`src/hdl/timer_mode_defs.vh`:
```
// constants for the three eight-bit timer mode control registers
`ifndef TIMER_MODE_DEFS_VH
`define TIMER_MODE_DEFS_VH
`define TMC_ADDR_W 16
`define TMC0_ADDR 16'hff70
`define TMC1_ADDR 16'hff74
`define TMC2_ADDR 16'hff78
`define TMC_RESET 8'h00
`define TMC_BIT_CE 7
`define TMC_BIT_PWM 6
`define TMC_BIT_CASC 4
`define TMC_BIT_SET 3
`define TMC_BIT_CLR 2
`define TMC_BIT_INV 1
`define TMC_BIT_OE 0
`define TMC_RW_MASK 8'hd3
`define TMC_RW_MASK0 8'hc3
`endif

```
`src/hdl/timer_channel.v`:
```
// one eight-bit counter channel with compare, output flip-flop and pwm
`timescale 1ns/1ps
module timer_channel #(
  parameter WIDTH = 8
) (
  // clock and reset
  input wire core_clk,
  input wire reset_n,
  // control
  input wire count_enable_bit,
  input wire pwm_mode_select,
  input wire invert_or_polarity_select,
  input wire output_pin_enable,
  input wire output_ff_set_cmd,
  input wire output_ff_reset_cmd,
  // count and compare
  input wire count_tick,
  input wire [WIDTH-1:0] compare_value,
  input wire [7:0] compare_high,
  input wire [7:0] count_high,
  input wire cascade_low,
  input wire high_clear,
  input wire high_match,
  // results
  output reg [WIDTH-1:0] eight_bit_counter,
  output wire match,
  output wire wrap,
  output reg compare_match_irq,
  output reg timer_out,
  output reg timer_out_en
);
  reg output_ff_reg;
  wire at_match;
  wire full_match;
  // a cascaded lower half gives full_match only when the upper half matches too; match is the lower byte alone
  assign at_match = (eight_bit_counter == compare_value) & count_enable_bit & count_tick;
  assign full_match = at_match & (~cascade_low | high_match);
  assign match = at_match;
  assign wrap = count_tick & count_enable_bit & (&eight_bit_counter);

  // counter: cleared when stopped, on match in clear-start mode, or by cascade partner
  always @(posedge core_clk or negedge reset_n) begin
    if (!reset_n) begin
      eight_bit_counter <= {WIDTH{1'b0}};
    end else if (!count_enable_bit || high_clear) begin
      eight_bit_counter <= {WIDTH{1'b0}};
    end else if (!pwm_mode_select && full_match) begin
      eight_bit_counter <= {WIDTH{1'b0}};
    end else if (count_tick) begin
      eight_bit_counter <= eight_bit_counter + {{(WIDTH-1){1'b0}}, 1'b1};
    end
  end

  // irq pulse on match outside pwm mode
  always @(posedge core_clk or negedge reset_n) begin
    if (!reset_n) begin
      compare_match_irq <= 1'b0;
    end else begin
      compare_match_irq <= full_match & ~pwm_mode_select;
    end
  end

  // output flip-flop: commands win over toggle and pwm edges
  always @(posedge core_clk or negedge reset_n) begin
    if (!reset_n) begin
      output_ff_reg <= 1'b0;
    end else if (output_ff_reset_cmd) begin
      output_ff_reg <= 1'b0;
    end else if (output_ff_set_cmd) begin
      output_ff_reg <= 1'b1;
    end else if (pwm_mode_select) begin
      if (!count_enable_bit) begin
        output_ff_reg <= 1'b0;
      end else if (wrap) begin
        output_ff_reg <= 1'b1;
      end else if (at_match) begin
        output_ff_reg <= 1'b0;
      end
    end else if (full_match && invert_or_polarity_select) begin
      output_ff_reg <= ~output_ff_reg;
    end
  end

  // pin drive; polarity applies only in pwm mode
  always @(posedge core_clk or negedge reset_n) begin
    if (!reset_n) begin
      timer_out <= 1'b0;
      timer_out_en <= 1'b0;
    end else begin
      timer_out <= pwm_mode_select ? (output_ff_reg ^ invert_or_polarity_select) : output_ff_reg;
      timer_out_en <= output_pin_enable;
    end
  end
endmodule // timer_channel

```
`src/hdl/timer_mode_control.v`:
```
// three eight-bit timers with their mode control registers
// Behaviour
// - all three control registers reset to 00h: stopped, clear-start, single, output off.
// - control registers take single-bit and whole-byte writes.
// - bit 7 starts counting; at 0 counter clears and holds, prescaler off.
// - bit 6 at 0 is clear-on-match mode, at 1 free-running pwm.
// - bit 4 of timers 1 and 2 selects cascade; fixed 0 on timer 0.
// - bits 3:2 written 01 reset, 10 set output flip-flop; 11 forbidden.
// - set and reset bits are one-shot and read back as 0.
// - bit 1 enables toggle outside pwm, selects low-active output in pwm.
// - bit 0 drives timer output onto pin; at 0 port keeps pin.
// - in pwm mode with count disabled output sits at inactive level.
// - counter clears on reset, on count disable, on match in clear mode.
// - clear-mode match clears counter, keeps counting, raises irq.
// - counter increments on rising edge of its count clock.
// - cascade compares sixteen bits; match raises lower timer irq.
`timescale 1ns/1ps
`include "timer_mode_defs.vh"
module timer_mode_control #(
  parameter CHANNELS = 3
) (
  // clock and reset
  input wire core_clk,
  input wire reset_n,
  // processor access
  input wire [`TMC_ADDR_W-1:0] cpu_addr,
  input wire cpu_wr,
  input wire cpu_bit_wr,
  input wire [2:0] cpu_bit_sel,
  input wire [7:0] cpu_wdata,
  input wire cpu_rd,
  output reg [7:0] cpu_rdata,
  output wire cpu_hit,
  // count clocks, one per timer, from pins or prescaler
  input wire [CHANNELS-1:0] count_clk_in,
  input wire [8*CHANNELS-1:0] compare_value,
  // counters and events
  output wire [8*CHANNELS-1:0] eight_bit_counter,
  output wire [CHANNELS-1:0] compare_match_irq,
  output wire [CHANNELS-1:0] timer_out,
  output wire [CHANNELS-1:0] timer_out_en
);
  reg [7:0] ctrl_reg [0:CHANNELS-1];
  reg [7:0] ctrl_next [0:CHANNELS-1];
  reg [CHANNELS-1:0] set_cmd_reg;
  reg [CHANNELS-1:0] clr_cmd_reg;
  reg [CHANNELS-1:0] clk_sync1_reg;
  reg [CHANNELS-1:0] clk_sync2_reg;
  reg [CHANNELS-1:0] clk_prev_reg;
  wire [CHANNELS-1:0] tick;
  wire [CHANNELS-1:0] sel;
  wire [CHANNELS-1:0] ch_match;
  wire [CHANNELS-1:0] ch_wrap;
  wire [CHANNELS-1:0] ch_irq;
  wire [CHANNELS-1:0] casc;
  integer i;
  integer j;

  // count clock pins pass two flops before the edge detector
  always @(posedge core_clk or negedge reset_n) begin
    if (!reset_n) begin
      clk_sync1_reg <= {CHANNELS{1'b0}};
      clk_sync2_reg <= {CHANNELS{1'b0}};
      clk_prev_reg <= {CHANNELS{1'b0}};
    end else begin
      clk_sync1_reg <= count_clk_in;
      clk_sync2_reg <= clk_sync1_reg;
      clk_prev_reg <= clk_sync2_reg;
    end
  end
  assign tick = clk_sync2_reg & ~clk_prev_reg;

  assign sel[0] = (cpu_addr == `TMC0_ADDR);
  assign sel[1] = (cpu_addr == `TMC1_ADDR);
  assign sel[2] = (cpu_addr == `TMC2_ADDR);
  assign cpu_hit = |sel;

  // next register value for byte or single-bit stores
  always @* begin
    for (i = 0; i < CHANNELS; i = i + 1) begin
      ctrl_next[i] = ctrl_reg[i];
      if (sel[i] && cpu_wr) begin
        ctrl_next[i] = cpu_wdata;
      end else if (sel[i] && cpu_bit_wr) begin
        ctrl_next[i][cpu_bit_sel] = cpu_wdata[0];
      end
    end
  end

  // stored bits for all timers in one process so each register has one driver
  always @(posedge core_clk or negedge reset_n) begin
    if (!reset_n) begin
      for (j = 0; j < CHANNELS; j = j + 1) begin
        ctrl_reg[j] <= `TMC_RESET;
      end
      set_cmd_reg <= {CHANNELS{1'b0}};
      clr_cmd_reg <= {CHANNELS{1'b0}};
    end else begin
      for (j = 0; j < CHANNELS; j = j + 1) begin
        // set/reset command bits are never stored; timer 0 has no cascade bit
        ctrl_reg[j] <= ctrl_next[j] & ((j == 0) ? `TMC_RW_MASK0 : `TMC_RW_MASK);
        // 11 is forbidden; treated as no change
        set_cmd_reg[j] <= ctrl_next[j][`TMC_BIT_SET] & ~ctrl_next[j][`TMC_BIT_CLR] & sel[j] & (cpu_wr | cpu_bit_wr);
        clr_cmd_reg[j] <= ctrl_next[j][`TMC_BIT_CLR] & ~ctrl_next[j][`TMC_BIT_SET] & sel[j] & (cpu_wr | cpu_bit_wr);
      end
    end
  end

  genvar g;
  generate
    for (g = 0; g < CHANNELS; g = g + 1) begin : chan
      wire cascade_low;
      wire high_clear;
      wire high_match;
      wire [7:0] cmp_hi;
      wire [7:0] cnt_hi;
      wire ch_tick;

      assign casc[g] = ctrl_reg[g][`TMC_BIT_CASC];
      if (g < CHANNELS - 1) begin : hi_link
        // lower half of a pair: upper timer decides the full match
        assign cascade_low = casc[g+1];
        assign cmp_hi = compare_value[8*(g+1)+7:8*(g+1)];
        assign cnt_hi = eight_bit_counter[8*(g+1)+7:8*(g+1)];
        assign high_match = (cnt_hi == cmp_hi);
      end else begin : hi_none
        assign cascade_low = 1'b0;
        assign cmp_hi = 8'h00;
        assign cnt_hi = 8'h00;
        assign high_match = 1'b0;
      end
      if (g > 0) begin : lo_link
        // upper half counts on lower wrap and clears on the lower irq or while the lower timer is stopped
        assign ch_tick = casc[g] ? ch_wrap[g-1] : tick[g];
        assign high_clear = casc[g] & ((~ctrl_reg[g-1][`TMC_BIT_CE]) |
          (ch_irq[g-1]));
      end else begin : lo_none
        assign ch_tick = tick[g];
        assign high_clear = 1'b0;
      end

      timer_channel #(.WIDTH(8)) u_chan (
        .core_clk(core_clk),
        .reset_n(reset_n),
        .count_enable_bit(ctrl_reg[g][`TMC_BIT_CE]),
        .pwm_mode_select(ctrl_reg[g][`TMC_BIT_PWM]),
        .invert_or_polarity_select(ctrl_reg[g][`TMC_BIT_INV]),
        .output_pin_enable(ctrl_reg[g][`TMC_BIT_OE]),
        .output_ff_set_cmd(set_cmd_reg[g]),
        .output_ff_reset_cmd(clr_cmd_reg[g]),
        .count_tick(ch_tick),
        .compare_value(compare_value[8*g+7:8*g]),
        .compare_high(cmp_hi),
        .count_high(cnt_hi),
        .cascade_low(cascade_low),
        .high_clear(high_clear),
        .high_match(high_match),
        .eight_bit_counter(eight_bit_counter[8*g+7:8*g]),
        .match(ch_match[g]),
        .wrap(ch_wrap[g]),
        .compare_match_irq(ch_irq[g]),
        .timer_out(timer_out[g]),
        .timer_out_en(timer_out_en[g])
      );
      // stopping raises no irq here; software masking is still expected
      assign compare_match_irq[g] = ch_irq[g];
    end
  endgenerate

  // read data registered; command bits always read zero
  always @(posedge core_clk or negedge reset_n) begin
    if (!reset_n) begin
      cpu_rdata <= 8'h00;
    end else if (cpu_rd) begin
      cpu_rdata <= sel[0] ? ctrl_reg[0] : sel[1] ? ctrl_reg[1] : sel[2] ? ctrl_reg[2] : 8'h00;
    end
  end
endmodule // timer_mode_control

```
`config.mk`:
```
export PLATFORM = sky130hd
export DESIGN_NAME = timer_mode_control
export DESIGN_NICKNAME = d
export VERILOG_FILES = /design/src/hdl/timer_channel.v /design/src/hdl/timer_mode_control.v
export VERILOG_INCLUDE_DIRS = /design/src /design/src/hdl
export SDC_FILE = /design/constraint.sdc
export NUM_CORES = 1
export LEC_CHECK = 0
export ABC_AREA = 1
export BUFFER_PORTS_ARGS = -buffer_cell sky130_fd_sc_hd__buf_4
export CAP_MARGIN = 10
export CORE_UTILIZATION = 61
export DETAILED_ROUTE_END_ITERATION = 8
export PLACE_DENSITY = 0.95
export SYNTH_ARGS = -nofsm -noshare
export SYNTH_HDL_FRONTEND = slang
export SYNTH_HIERARCHICAL = 1
export SYNTH_SLANG_ARGS = --single-unit
```
`constraint.sdc`:
```
create_clock -name core_clk -period 7.5 [get_ports core_clk]
set_input_delay 0 -clock core_clk [delete_from_list [all_inputs] [get_ports core_clk]]
set_output_delay 0 -clock core_clk [all_outputs]
set_load 0.01 [all_outputs]
```
# After elaboration in Yosys (flattened, before gate mapping)
# Index checks and enable logic that the tools add are counted.
# totals
register_bits	73
inputBits	59
# op_classes
n_addsub	3
magnitude_cmp	2
n_eq_ne	10
muxes	49
n_bitwise	63
reduce_logical	35
# op_table
op	count
$mux W8	18
$eq A16 B16 Y1 const B	3
$and A1 B1 Y1	37
$mux W1	27
$add A8 B1 Y8 const B	3
$bwmux W8	3
$eq A8 B8 Y1	3
$reduce_and A8 Y1	3
$ne A6 B2 Y1 const B	3
$not A1 Y1	16
$logic_and A1 B1 Y1	13
$reduce_bool A4 Y1	3
$reduce_and A2 Y1	3
$reduce_bool A2 Y1	3
$reduce_bool A3 Y1	2
$logic_not A1 Y1	5
$or A1 B1 Y1	5
$lt A3 B4 Y1 const B	1
$and A3 B3 Y3	1
$demux W1 S3	1
$ge A3 B1 Y1 const B	1
$ne A3 B1 Y1 const B	1
$not A3 Y3	1
$reduce_or A3 Y1	1
other kinds (2)	5

# Logic depth before layout (Yosys ltp)
# logic_depth
word_depth	15
mapped_depth	22
ltp_nobuf	19

# Modules after synthesis
# Netlist, hierarchy kept.
# modules_own_cells
mod	instances	cells_each	area_per_inst_um2	seq_area_each_um2
timer_channel	3	134	899.6	300.3
timer_mode_control	1	316	2352.3	850.8

# Worst setup path before layout
# OpenSTA, ideal clock, no wires.
# synth_path
kind	reg2reg
start	register chan[0].u_chan.eight_bit_counter[1]
end	register chan[2].u_chan.output_ff_reg
arrival_time_ns	2.473
slack_ns	4.911
path_stages_with_launch	18
n_path_buf	2
period_less_slack_ns	2.589
cell_sequence	dfrtp_1 -> ha_1 -> nand3_1 -> nor3_2 -> nand2_1 -> o21ai_0 -> buf_4 -> nand2_1 -> nor3_2 -> nand2_1 -> o21ai_0 -> buf_4 -> nand2_1 -> or3_1 -> nand3_1 -> nand2_1 -> nand2_1 -> nand2_1
# synth_via
elab_chain_cells	13
elab_cells_between_ends	18
# synth_rtl
item	line	source
start, declared	timer_channel.v:25	output reg [WIDTH-1:0] eight_bit_counter,
start signal, assigned	timer_channel.v:44	eight_bit_counter <= {WIDTH{1'b0}};
start signal, assigned	timer_channel.v:46	eight_bit_counter <= {WIDTH{1'b0}};
start signal, assigned	timer_channel.v:48	eight_bit_counter <= {WIDTH{1'b0}};
$reduce_and A8 Y1 (*)	timer_channel.v:39	assign wrap = count_tick & count_enable_bit & (&eight_bit_counter);
$and A1 B1 Y1 (*)	timer_channel.v:39	
named net ch_wrap[0]	timer_mode_control.v:53	wire [CHANNELS-1:0] ch_wrap;
$mux W1 (*)	timer_mode_control.v:134	assign ch_tick = casc[g] ? ch_wrap[g-1] : tick[g];
named net chan[1].ch_tick	timer_mode_control.v:117	wire ch_tick;
$and A1 B1 Y1 (*) (2 in a row)	timer_channel.v:39	
named net ch_wrap[1]	timer_mode_control.v:53	
$mux W1 (*)	timer_mode_control.v:134	
named net chan[2].ch_tick	timer_mode_control.v:117	
$and A1 B1 Y1 (2 in a row)	timer_channel.v:39	
$mux W1	timer_channel.v:74	end else if (wrap) begin
$mux W1	timer_channel.v:72	if (!count_enable_bit) begin
$mux W1	timer_channel.v:71	end else if (pwm_mode_select) begin
$mux W1	timer_channel.v:69	end else if (output_ff_set_cmd) begin
$mux W1	timer_channel.v:67	end else if (output_ff_reset_cmd) begin
end signal, assigned	timer_channel.v:80	output_ff_reg <= ~output_ff_reg;
end, declared	timer_channel.v:32	reg output_ff_reg;
# Mark *: on every way through the listed nets, which the timed path passes. The rest lies on a longest branch.
# A chain may end at the register's enable or synchronous reset.

# Final worst setup path
# layout_path
start	register clk_prev_reg[0]
end	register chan[2].u_chan.eight_bit_counter[0]
# layout_via
elab_chain_cells	12
elab_cells_between_ends	13
# layout_rtl
item	line	source
start, declared	timer_mode_control.v:49	reg [CHANNELS-1:0] clk_prev_reg;
start signal, assigned	timer_mode_control.v:64	clk_prev_reg <= {CHANNELS{1'b0}};
start signal, assigned	timer_mode_control.v:68	clk_prev_reg <= clk_sync2_reg;
$not A3 Y3 (*)	timer_mode_control.v:71	assign tick = clk_sync2_reg & ~clk_prev_reg;
$and A3 B3 Y3 (*)	timer_mode_control.v:71	
named net tick[0]	timer_mode_control.v:50	wire [CHANNELS-1:0] tick;
$and A1 B1 Y1 (*) (2 in a row)	timer_channel.v:39	
named net ch_wrap[0]	timer_mode_control.v:53	
$mux W1 (*)	timer_mode_control.v:134	
named net chan[1].ch_tick	timer_mode_control.v:117	
$and A1 B1 Y1 (*) (2 in a row)	timer_channel.v:39	
named net ch_wrap[1]	timer_mode_control.v:53	
$mux W1 (*)	timer_mode_control.v:134	
named net chan[2].ch_tick	timer_mode_control.v:117	
$and A1 B1 Y1 (*)	timer_channel.v:36	assign at_match = (eight_bit_counter == compare_value) & count_enable_bit & count_tick;
named net ch_match[2]	timer_mode_control.v:52	wire [CHANNELS-1:0] ch_match;
$logic_and A1 B1 Y1 (*)	timer_channel.v:47	end else if (!pwm_mode_select && full_match) begin
$mux W8	timer_channel.v:47	
$mux W8	timer_channel.v:45	end else if (!count_enable_bit || high_clear) begin
end signal, assigned	timer_channel.v:44	
end signal, assigned	timer_channel.v:46	
end signal, assigned	timer_channel.v:48	
end, declared	timer_channel.v:25	
# Marked as above.

==> flow_summary.yaml <==
status:
  status: "finished, final reports clean"
logic_synthesis:
  synth_warnings: 6
  avgSynthCellArea_um2: 7.035
  ys_types: 35
  synth_seq_cells: 70
  yosys-top-cells-area: "dfrtp_1 (35%), nand2_1 (15%), inv_1 (7.9%)"
  yosys.area.top_type_share_pct: 34.68
  synth_edf_count: 0
  netlist_instances: 718
  synthFlopType: "dfrtp_1"
  synth_area_um2: 5051
  synth_seq_area_share_pct: 34.68
  synthArstFlopShare_pct: 100.0
  yosysTopAreaCell: "dfrtp_1"
clock_tree:
  cts_tree: "built"
  post_cts_buffers: 0
  clkTransAtPathRegs_ns: 0.08
  h-tree-depth: 3
  numCtsBuffers: 9
  cts_buffer_depth: 2
  cts_root_buf: "clkbuf_8"
  clk_latency_ns: 0.35
  cts_resized: 0
  cts.sinks: 70
  hold_buffers: 13
placed_design:
  dpl_cell_area_um2: 5842
  pre_cts_ws_ns: 3.910
  hpwlAfterDp_um: 9727
  io_buffer_count: 96
  gp_routability_congestion: 0.9242
floorplanning:
  rows: 32
  core-area_um2: 7848
  dieArea_um2: 8648
  die_x_um: 93.00
  chipHeight_um: 93.00
  start_util_pct: 64.37
  ioPinCount: 101
drt:
  postRouteAntennaNets: 0
  routed_wl_um: 13030
  drt_iter0_markers: 282
  first_pass_iters: 5
  drc: 0
  avgViaCountPerCell: 5.387
  num_vias: 5053
  routedWlPerCell_um: 13.89
timing:
  finalCritPeriodShare_pct: 49.77
  finalCriticalPeriod_ns: 3.733
  fin_hold_ws_ns: 0.09739
  fin_skew_ns: 0.008484
  tns_ns: 0
  final-hold-violation-count: 0
  max_freq_mhz: 267.9
  setup_ws_ns: 3.767
  slew_viol_final: 0
  finalSetupViolCount: 0
  relSlewSlack_pct: 37.24
  rsz0062_at_grt: "no"
  max_slew.worst_pin.slew_ns: 0.9316
layout:
  nets: 893
  final_area_um2: 6220
  layout_common_cells: "nand2_1 (196), inv_1 (106), buf_4 (96), nor2_1 (87), dfrtp_1 (70)"
  largest_reg_flops: 24
  final_common_cell: "nand2_1"
  num_antenna_cells: 0
  syn2layout_area_growth_pct: 23.14
  drive_gt1_share_pct: 19.98
grt:
  grt.total_usage_pct: 31.68
  grt-ovfl-total: 0
  antenna_found_initial: 0
  grt_pass1_wl_um: 21580
  grt_max_degree: 71
  grt_pass1_vias: 4889
min_path:
  hp-class: "input pin to flop"
setup_path:
  cp.required_ns: 7.74
  start_kind: "flop"
  cp_max_fo: 8
  cp-end-kind: "flop"
  worstSetupPathType: "flop to flop"
  cp.arrival_ns: 3.97
pwr:
  swShare_pct: 23.44
  p_int_uw: 650.0
  ir_worst_vdd_mv: 0.08645
  combPwrFrac_pct: 10.9
  clkPwrFrac_pct: 44.2
  p_switching_uw: 199.0
  power_frac_seq_pct: 44.9
  p_per_area_nw_per_um2: 136.5
  p_leak_uw: 0.003258
  power_uw: 849.0
flow_run:
  max_cap_viol_count: 0
## power groups by stage
stage / clock network [uW] / logic (uW) / registers (uW)
finish: 375 / 92.5 / 381
global route: 399 / 102 / 381
CTS: 379 / 91.8 / 381
detailed placement: 0 / 86.1 / 389
global placement: 0 / 83.3 / 388
floorplan: 0 / 42.7 / 388
## Yosys cell counts (3+ instances only)
| master | number |
|---|---|
| nand2_1 | 196 |
| inv_1 | 106 |
| nor2_1 | 87 |
| dfrtp_1 | 70 |
| nand3_1 | 57 |
| nand4_1 | 27 |
| xor2_1 | 23 |
| xnor2_1 | 18 |
| a21oi_1 | 12 |
| o211ai_1 | 12 |
| o21ai_0 | 12 |
| inv_2 | 11 |
| nand2_2 | 11 |
| nand2_4 | 9 |
| nor3_2 | 8 |
| buf_4 | 7 |
| nor2_8 | 6 |
| nor3_1 | 6 |
| buf_2 | 4 |
| nand3_4 | 4 |
| nor4_1 | 4 |
| and3_1 | 3 |
| clkinv_2 | 3 |
| ha_1 | 3 |
| mux2i_1 | 3 |
| o21ai_1 | 3 |
| or3_1 | 3 |
## critical path, stage by stage, from the launching register on
cell	delay, ns
dfrtp_1	0.37
nor2_1	0.44
nand2_1	0.19
nor3_2	0.33
nand2_1	0.11
o21ai_0	0.31
nand2_1	0.22
nor3_2	0.25
nand2_1	0.07
o21ai_0	0.36
nand2_1	0.23
inv_1	0.12
nand2_1	0.06
nor2_1	0.10
nand4_1	0.12
inv_2	0.08
nand3_4	0.07
nand2_4	0.12
nor2_1	0.06
## worst paths after layout
check / slack [ns] / from / to / depth (start not counted)
max: 3.77 / clk_prev_reg[0] / chan[2].u_chan/eight_bit_counter[0] / 18
min: 0.1 / cpu_bit_wr / set_cmd_reg[1] / 3
max reg2reg: 3.77 / clk_prev_reg[0] / chan[2].u_chan/eight_bit_counter[0] / 18
min reg2reg: 0.36 / clk_sync1_reg[2] / clk_sync2_reg[2] / 0
max in group asynchronous: 6.62 / reset_n / chan[2].u_chan/compare_match_irq / 2
min in group asynchronous: 0.29 / reset_n / chan[0].u_chan/eight_bit_counter[3] / 2
## cells by family (layout without fill, tap and decap cells)
logic type / after synthesis / count (layout) / synth area share, %
AO/OA/AOI/OAI: 41 / 41 / 4.707
XOR/XNOR: 41 / 41 / 7.109
adder cells (fa/ha/maj): 3 / 3 / 0.7432
buffers and inverters: 134 / 247 / 10.65
flip-flops: 70 / 70 / 34.68
multiplexers: 3 / 3 / 0.5945
other: 1 / 6 / 0.07424
AND/OR/NAND/NOR: 425 / 425 / 41.44
## routing by layer
metal / global-route usage (%) / vias up / wire, um
li1: - / 2464 / -
met1: 37.31 / 2342 / 5128
met2: 55.21 / 202 / 6739
met3: 5.610 / 45 / 716
met4: 16.28 / 0 / 440
met5: 0 / - / 0
## metrics by stage
step                      util, %  std cells
after floorplan                 -        723
after global placement      74.44        909
after detailed placement    74.44        909
after CTS                   79.26        938
after global routing        79.26        938
final                       79.26        938
## layout make-up
type / instances / area [um^2]
clock buffer: 11 / 141.4
clock inverter: 5 / 106.4
fill: 569 / 1628
inverter: 122 / 461.7
multi-input combinational: 519 / 2780
sequential: 70 / 1752
tap: 102 / 127.6
timing repair buffer: 109 / 850.8
(Power assumes the default switching activity.)
